$ cat src/shared/ssc_regs.vh
`ifndef SSC_REGS_VH
`define SSC_REGS_VH
// command codes on the command port
`define SSC_CMD_OPC 4'h1
`define SSC_CMD_OPCQ 4'h2
`define SSC_CMD_RST 4'h3
`define SSC_CMD_SRE 4'h4
`define SSC_CMD_SREQ 4'h5
`define SSC_CMD_STBQ 4'h6
`define SSC_CMD_TSTQ 4'h7
`define SSC_CMD_WAI 4'h8
`define SSC_CMD_ABORT 4'h9
`define SSC_CMD_CLS 4'hA
`define SSC_CMD_ESE 4'hB
`define SSC_CMD_ESEQ 4'hC
`define SSC_CMD_ESRQ 4'hD
`define SSC_CMD_TRIGGER 4'hE
// register addresses
`define SSC_ADR_CMD 4'h0
`define SSC_ADR_STB 4'h1
`define SSC_ADR_SRE 4'h2
`define SSC_ADR_ESR 4'h3
`define SSC_ADR_ESE 4'h4
`define SSC_ADR_OUTQ 4'h5
`define SSC_ADR_CTRL 4'h6
`define SSC_ADR_ERR 4'h7
// bit positions
`define SSC_ESR_OPC 0
`define SSC_STB_QUES 3
`define SSC_STB_MAV 4
`define SSC_STB_ESB 5
`define SSC_STB_RQS 6
`define SSC_STB_OPER 7
// constants
`define SSC_ASCII_ONE 8'h31
`define SSC_ASCII_ZERO 8'h30
`define SSC_ERR_SELFTEST 8'h01
`define SSC_ST_IDLE 2'h0
`define SSC_ST_WAIT_TRIG 2'h1
`define SSC_ST_TRIGGERED 2'h2
`define SSC_CTRL_RST 8'h00
`endif

$ cat src/logic/ssc_core.v
// Local design decisions: the address map and the address-and-strobe port.
`timescale 1ns/1ns
`include "ssc_regs.vh"
// What this block does
// - opc command waits for idle operations, then sets event bit 0
// - while opc pends, further bus commands are held off
// - opc query waits for idle, then queues one ascii '1'
// - reset command restores settings to defaults, aborts pending work
// - reset keeps output queue, all enable masks, calibration data
// - eight-bit service-request mask; ones enable, zeros block bits
// - enabled status bits summarise into request bit 6
// - status bits change regardless of mask; mask gates request only
// - service-request mask query returns the stored mask
// - mask zero after power-up, untouched by reset command
// - status byte query returns byte, weight 64 when request pending
// - message-available sits at weight 16 of status byte
// - self-test query returns zero on pass, non-zero on fail
// - failed self-test leaves its error in the error queue
// - self-test changes no stored setting
// - wait command drops later commands until operations finish
// - abort leaves trigger states and enters idle
// - event summary bit 5 from enabled standard event bits
// - reading event register returns it, then clears it
// - clear-status empties event regs, error queue; masks kept
module ssc_core #(
   parameter QDEPTH = 4
)(
   // clock and reset
   input wire REF_CLK,
   input wire SYS_RST,
   // register port
   input wire [3:0] ADDR,
   input wire [7:0] WDATA,
   input wire WR,
   input wire RD,
   output reg [7:0] RDATA,
   // measurement engine
   input wire OP_BUSY,
   input wire SELFTEST_DONE,
   input wire SELFTEST_FAIL,
   input wire QUES_EVENT,
   input wire OPER_EVENT,
   output reg SELFTEST_START,
   output reg OP_ABORT,
   output reg [1:0] TRIG_STATE,
   output reg [7:0] SETTINGS,
   // status outputs
   output reg SRQ,
   output reg CMD_BUSY
);
   localparam S_READY = 2'h0;
   localparam S_DRAIN = 2'h1;
   localparam S_TEST = 2'h2;
   reg busy_s1_q, busy_q, stdone_s1_q, stdone_q, stfail_s1_q, stfail_q;
   reg ques_s1_q, ques_q, oper_s1_q, oper_q;
   reg [1:0] state_q;
   reg [3:0] pend_cmd_q;
   reg [7:0] sre_q, ese_q, esr_q, err_q;
   reg ques_bit_q, oper_bit_q;
   reg [2:0] cnt_q;
   wire cmd_wr = WR && (ADDR == `SSC_ADR_CMD);
   wire [3:0] cmd = WDATA[3:0];
   wire out_rd = RD && (ADDR == `SSC_ADR_OUTQ) && (cnt_q != 3'h0);
   reg [7:0] stb;
   wire rqs;
   wire esb = |(esr_q & ese_q);
   // status bits follow their sources whatever the mask holds
   always @*
   begin
      stb = 8'h00;
      stb[`SSC_STB_QUES] = ques_bit_q;
      stb[`SSC_STB_MAV] = (cnt_q != 3'h0);
      stb[`SSC_STB_ESB] = esb;
      stb[`SSC_STB_OPER] = oper_bit_q;
   end
   // the request bit never feeds itself back through the mask
   wire [7:0] rqs_keep = ~(8'h01 << `SSC_STB_RQS);
   assign rqs = |(stb & sre_q & rqs_keep);
   wire [7:0] stb_full = stb | ({7'h00, rqs} << `SSC_STB_RQS);
   // commands are only taken in the ready state
   wire take = cmd_wr && (state_q == S_READY);
   wire idle = !busy_q;
   reg push;
   reg [7:0] push_data;
   reg set_opc;
   always @*
   begin
      push = 1'b0;
      push_data = `SSC_ASCII_ZERO;
      set_opc = 1'b0;
      if (state_q == S_DRAIN && idle)
      begin
         if (pend_cmd_q == `SSC_CMD_OPCQ)
         begin
            push = 1'b1;
            push_data = `SSC_ASCII_ONE;
         end
         if (pend_cmd_q == `SSC_CMD_OPC)
            set_opc = 1'b1;
      end
      else if (state_q == S_TEST && stdone_q)
      begin
         push = 1'b1;
         push_data = stfail_q ? `SSC_ASCII_ONE : `SSC_ASCII_ZERO;
      end
      else if (take && cmd == `SSC_CMD_SREQ)
      begin
         push = 1'b1;
         push_data = sre_q;
      end
      else if (take && cmd == `SSC_CMD_STBQ)
      begin
         push = 1'b1;
         push_data = stb_full;
      end
      else if (take && cmd == `SSC_CMD_ESEQ)
      begin
         push = 1'b1;
         push_data = ese_q;
      end
      else if (take && cmd == `SSC_CMD_ESRQ)
      begin
         push = 1'b1;
         push_data = esr_q;
      end
   end
   // a full queue drops new responses rather than stall the engine
   wire do_push = push && (cnt_q != QDEPTH);
   // one slot per entry; a pop shifts every slot one place down
   wire [8*QDEPTH-1:0] slot_w;
   wire [8*QDEPTH+7:0] slot_up = {8'h00, slot_w};
   wire [2:0] wr_slot = out_rd ? cnt_q - 3'h1 : cnt_q;
   genvar g;
   generate
      for (g = 0; g < QDEPTH; g = g + 1)
      begin : g_slot
         reg [7:0] slot_q;
         assign slot_w[8*g+7:8*g] = slot_q;
         always @(posedge REF_CLK or posedge SYS_RST)
         begin
            if (SYS_RST)
               slot_q <= 8'h00;
            else if (do_push && wr_slot == g)
               slot_q <= push_data;
            else if (out_rd)
               slot_q <= slot_up[8*g+15:8*g+8];
         end
      end
   endgenerate
   always @(posedge REF_CLK or posedge SYS_RST)
   begin
      if (SYS_RST)
      begin
         busy_s1_q <= 1'b0;
         busy_q <= 1'b0;
         stdone_s1_q <= 1'b0;
         stdone_q <= 1'b0;
         stfail_s1_q <= 1'b0;
         stfail_q <= 1'b0;
         ques_s1_q <= 1'b0;
         ques_q <= 1'b0;
         oper_s1_q <= 1'b0;
         oper_q <= 1'b0;
      end
      else
      begin
         // engine lines are unclocked here: two flops each
         busy_s1_q <= OP_BUSY;
         busy_q <= busy_s1_q;
         stdone_s1_q <= SELFTEST_DONE;
         stdone_q <= stdone_s1_q;
         stfail_s1_q <= SELFTEST_FAIL;
         stfail_q <= stfail_s1_q;
         ques_s1_q <= QUES_EVENT;
         ques_q <= ques_s1_q;
         oper_s1_q <= OPER_EVENT;
         oper_q <= oper_s1_q;
      end
   end
   always @(posedge REF_CLK or posedge SYS_RST)
   begin
      if (SYS_RST)
      begin
         state_q <= S_READY;
         pend_cmd_q <= 4'h0;
         sre_q <= 8'h00;
         ese_q <= 8'h00;
         esr_q <= 8'h00;
         err_q <= 8'h00;
         ques_bit_q <= 1'b0;
         oper_bit_q <= 1'b0;
         cnt_q <= 3'h0;
         RDATA <= 8'h00;
         SELFTEST_START <= 1'b0;
         OP_ABORT <= 1'b0;
         TRIG_STATE <= `SSC_ST_IDLE;
         SETTINGS <= `SSC_CTRL_RST;
         SRQ <= 1'b0;
         CMD_BUSY <= 1'b0;
      end
      else
      begin
         SELFTEST_START <= 1'b0;
         OP_ABORT <= 1'b0;
         // events are set after clears so a same-cycle event wins
         if (take && cmd == `SSC_CMD_CLS)
         begin
            esr_q <= 8'h00;
            err_q <= 8'h00;
            ques_bit_q <= 1'b0;
            oper_bit_q <= 1'b0;
         end
         if (RD && ADDR == `SSC_ADR_ESR)
            esr_q <= 8'h00;
         if (take && cmd == `SSC_CMD_ESRQ)
            esr_q <= 8'h00;
         if (set_opc)
            esr_q[`SSC_ESR_OPC] <= 1'b1;
         if (ques_q)
            ques_bit_q <= 1'b1;
         if (oper_q)
            oper_bit_q <= 1'b1;
         if (WR && ADDR == `SSC_ADR_SRE)
            sre_q <= WDATA;
         if (WR && ADDR == `SSC_ADR_ESE)
            ese_q <= WDATA;
         if (WR && ADDR == `SSC_ADR_CTRL && state_q == S_READY)
            SETTINGS <= WDATA;
         case (state_q)
            S_READY:
            begin
               if (take)
               begin
                  case (cmd)
                     `SSC_CMD_OPC, `SSC_CMD_OPCQ, `SSC_CMD_WAI:
                     begin
                        state_q <= S_DRAIN;
                        pend_cmd_q <= cmd;
                     end
                     `SSC_CMD_RST:
                     begin
                        // masks, queue and calibration left alone
                        SETTINGS <= `SSC_CTRL_RST;
                        OP_ABORT <= 1'b1;
                        TRIG_STATE <= `SSC_ST_IDLE;
                     end
                     `SSC_CMD_SRE: sre_q <= WDATA;
                     `SSC_CMD_TSTQ:
                     begin
                        // settings are not touched here
                        state_q <= S_TEST;
                        SELFTEST_START <= 1'b1;
                     end
                     `SSC_CMD_ABORT:
                     begin
                        TRIG_STATE <= `SSC_ST_IDLE;
                        OP_ABORT <= 1'b1;
                     end
                     `SSC_CMD_TRIGGER:
                        TRIG_STATE <= `SSC_ST_WAIT_TRIG;
                     default: ;
                  endcase
               end
            end
            S_DRAIN:
               if (idle)
                  state_q <= S_READY;
            S_TEST:
               if (stdone_q)
               begin
                  state_q <= S_READY;
                  // a failed test leaves its code for the error read
                  if (stfail_q)
                     err_q <= `SSC_ERR_SELFTEST;
               end
            default: state_q <= S_READY;
         endcase
         // queue fill count; the slots themselves live in g_slot
         if (do_push && !out_rd)
            cnt_q <= cnt_q + 3'h1;
         else if (out_rd && !do_push)
            cnt_q <= cnt_q - 3'h1;
         // read data registered from whatever address stands
         case (ADDR)
            `SSC_ADR_STB: RDATA <= stb_full;
            `SSC_ADR_SRE: RDATA <= sre_q;
            `SSC_ADR_ESR: RDATA <= esr_q;
            `SSC_ADR_ESE: RDATA <= ese_q;
            `SSC_ADR_OUTQ: RDATA <= (cnt_q != 3'h0) ? slot_w[7:0] : 8'h00;
            `SSC_ADR_CTRL: RDATA <= SETTINGS;
            `SSC_ADR_ERR: RDATA <= err_q;
            `SSC_ADR_CMD: RDATA <= {6'h00, state_q};
            default: RDATA <= 8'h00;
         endcase
         SRQ <= rqs;
         // busy mirrors the state entered at this edge, with no lag
         CMD_BUSY <= (state_q == S_DRAIN && !idle)
            || (state_q == S_TEST && !stdone_q)
            || (take && (cmd == `SSC_CMD_OPC || cmd == `SSC_CMD_OPCQ
            || cmd == `SSC_CMD_WAI || cmd == `SSC_CMD_TSTQ));
      end
   end
endmodule // ssc_core

$ cat config.mk
export PLATFORM = sky130hd
export DESIGN_NAME = ssc_core
export DESIGN_NICKNAME = d
export VERILOG_FILES = /design/src/logic/ssc_core.v
export VERILOG_INCLUDE_DIRS = /design/src /design/src/shared
export SDC_FILE = /design/constraint.sdc
export NUM_CORES = 1
export LEC_CHECK = 0
export BUFFER_PORTS_ARGS = -buffer_cell sky130_fd_sc_hd__buf_4
export CAP_MARGIN = 20
export CORE_ASPECT_RATIO = 0.8
export CORE_MARGIN = 4
export CORE_UTILIZATION = 30
export CTS_CLUSTER_DIAMETER = 120
export DETAILED_ROUTE_END_ITERATION = 16
export PLACE_DENSITY = 0.46
export SLEW_MARGIN = 20
export SYNTH_ARGS = -nofsm -noshare
export SYNTH_HDL_FRONTEND = slang
export SYNTH_SLANG_ARGS = --single-unit
$ cat constraint.sdc
create_clock -name REF_CLK -period 2.8 [get_ports REF_CLK]
set_input_delay 0.42 -clock REF_CLK [delete_from_list [all_inputs] [get_ports REF_CLK]]
set_output_delay 0.42 -clock REF_CLK [all_outputs]
set_load 0.1 [all_outputs]
==> flow_summary.toml <==
[timing]
worst_slew_pin_slew_ns = 0.845
slew_headroom_pct = 43.5
setup_tns_ns = 0
fmax_mhz = 393
rsz0062_at_grt = "no"
finalCritPeriodShare_pct = 90.9
setup_viol = 0
finalClockSkew_ns = 0.0151
report.final.slew_viol_count = 0
finalCriticalPeriod_ns = 2.54
hold_viol_final = 0
setup_ws_ns = 0.256

[synth]
synth-seq-cells = 99
syn_area_mm2 = 0.00486
syn_nets = 462
synth_common_cells = "99 x dfrtp_1, 74 x mux2i_1, 34 x nand2_1"
synth_ff_type = "dfrtp_1"
yosysWarnings = 0
synth_cell_type_count = 62
async_flop_share_pct = 100
synth-seq-area-share_pct = 51.0
synth_top_area_cell = "dfrtp_1"
synth_top_area_share_pct = 51.0
synth-simple-area-share_pct = 14.7
synth_edf_count = 0
syn-instance-count = 437
synthAdderAreaFrac_pct = 1.03
synth_mux_area_share_pct = 18.2
yosysMostFrequentCell = "dfrtp_1"
syn_area_per_cell_um2 = 11.1
synthTopCellsByArea = "dfrtp_1 51%, mux2i_1 15%, nand2_1 2.6%"
synth_top_family_by_area = "multiplexers"
synth_xor_area_share_pct = 0.721
synth_compound_area_share_pct = 11.7

[clock_tree]
cts.sinks = 99
numCtsBuffers = 9
clk_path_buf_depth = 2
post-cts-setup-buffer-count = 0
clk_pin_slew_worst_paths_ns = 0.06
hold_buffers = 0
clkLatencyLatePin_ns = 0.36
h-tree-depth = 3
cts-root-buf = "clkbuf_16"
cts.repair.resized = 0
cts_tree = "yes"

[route]
num_vias = 3581
wl_per_cell_um = 18.7
totalWireLength_mm = 13.3
first_pass_iters = 4
postRouteAntennaNets = 0
viasPerCell = 5.05
drt_iter0_drc = 250
drc = 0

[power_and_ir_drop]
power.leakage_nw = 2.55
ir_drop_v = 0.000264
p_per_area_mw_per_mm2 = 698

[grt]
antenna_found_initial = 0
grt_max_degree = 100
overflow = 0
grt_pass1_wl_mm = 21.3
grt_util_all_layers_pct = 15.4
grt_pass1_vias = 3628

[layout]
drive_gt1_share_pct = 20.6
area_delta_synth_final_pct = 19.7
antenna_cells = 0
fin_nets = 514

[critical_path]
path_buf_inv = 2
crit_family = "XOR/XNOR gates"
critPathMaxFanout = 8
path_class = "reg2reg"
endpoint_kind = "flip-flop"
max_stage_delay_ns = 0.71
start_kind = "flip-flop"
cp_slowest_cell = "xor2_1"
arrival_ns = 2.80
cp_cell_sequence = "inv_1, ha_1, nor4_1, xor2_1, a211oi_4, buf_4, mux2i_1"
cp.required_ns = 3.06

[floorplanning]
fp.dieH_um = 122
io_pins = 43
core_mm2 = 0.0159
initial_utilization_pct = 30.7
die_w_um = 150
floorplan.die_area_mm2 = 0.0183
rows = 41

[placed_design]
io_buffers = 41
post-place-ws_ns = 0.273
routabilityCongestion = 0.842
dp_hpwl_mm = 9.74

[run_status]
run_status = "complete, no violations"

[min_path]
holdCritPathClass = "in2async"

[job]
drv_cap = 0
## sequential cells by signal (all words and copies together) (netlist names), 2 cells and up
| register | count |
|---|---|
| err_q | 8 |
| ese_q | 8 |
| cnt_q | 3 |
| RDATA | 8 |
| SETTINGS | 8 |
| state_q | 2 |
| sre_q | 8 |
| g_slot.slot_q | 32 |
| pend_cmd_q | 4 |
## kinds of logic after synthesis
kind of cell / Yosys count
compound gates: 77
other cells: 1
xor+xnor: 4
simple gates: 134
flops: 99
buf+inv: 31
mux: 87
fa+ha+maj: 4
## cell type report
cell class | count | area, um^2
inverter | 10 | 41.3
clock inverter | 6 | 65.1
multi-input combinational | 307 | 2260
timing repair buffer | 62 | 478
sequential | 99 | 2480
fill | 1584 | 10000
clock buffer | 10 | 229
tap | 215 | 269
## worst register-to-register path: stages, from the launching register on
cell	delay, ns
dfrtp_1	0.48
inv_1	0.16
ha_1	0.27
nor4_1	0.35
xor2_1	0.71
a211oi_4	0.07
buf_4	0.23
mux2i_1	0.19
## layout by cell type, fill, tap and decap left out, drive strengths merged, types with 9 or more instances in the layout
cell type / instances
dfrtp: 99
nor2b: 13
and2: 9
a21oi: 14
nand3: 10
mux2i: 74
mux2: 13
inv: 9
buf: 62
clkbuf: 10
a22oi: 9
o21ai: 12
nand2: 34
nor2: 32
## final timing paths
path	end	cells after the start	from	slack (ns)
worst max-delay path	g_slot[0].slot_q[4]$_DFFE_PP0P_	7	cnt_q[0]$_DFFE_PP0P_	0.26
worst min-delay path	stfail_s1_q$_DFF_PP0_	3	SYS_RST	0.17
worst max register to register	g_slot[0].slot_q[4]$_DFFE_PP0P_	7	cnt_q[0]$_DFFE_PP0P_	0.26
worst min register to register	ques_q$_DFF_PP0_	0	ques_s1_q$_DFF_PP0_	0.35
max in group asynchronous	err_q[0]$_DFF_PP0_	3	SYS_RST	2.12
min in group REF_CLK	ques_s1_q$_DFF_PP0_	1	QUES_EVENT	0.17
## per-layer routing
metal	vias up	share of wire [%]	global-route usage [%]
li1	1685	-	-
met1	1766	49	23.3
met2	110	42	21.3
met3	20	7.5	4.28
met4	0	1.7	4.57
met5	-	0	0
## metrics by stage
stage | cell area, um^2 | hold WS, ns | instances | power, mW | util, %
final | 5820 | 0.169 | 709 | 4.06 | 36.7
after global routing | 5820 | 0.158 | 709 | 4.27 | 36.7
after CTS | 5820 | 0.153 | 709 | 4.12 | 36.7
after detailed placement | 5530 | 0.337 | 693 | 2.84 | 34.9
after global placement | 5530 | 0.333 | 693 | 2.81 | 34.9
after floorplan | 4870 | 0.331 | 437 | 2.52 | -
## power by group
group,switching (mW),internal [mW]
Sequential,0.176,1.60
Clock,0.558,0.695
Combinational,0.721,0.314
Total,1.46,2.61
Power figures use the tool's default switching activity.
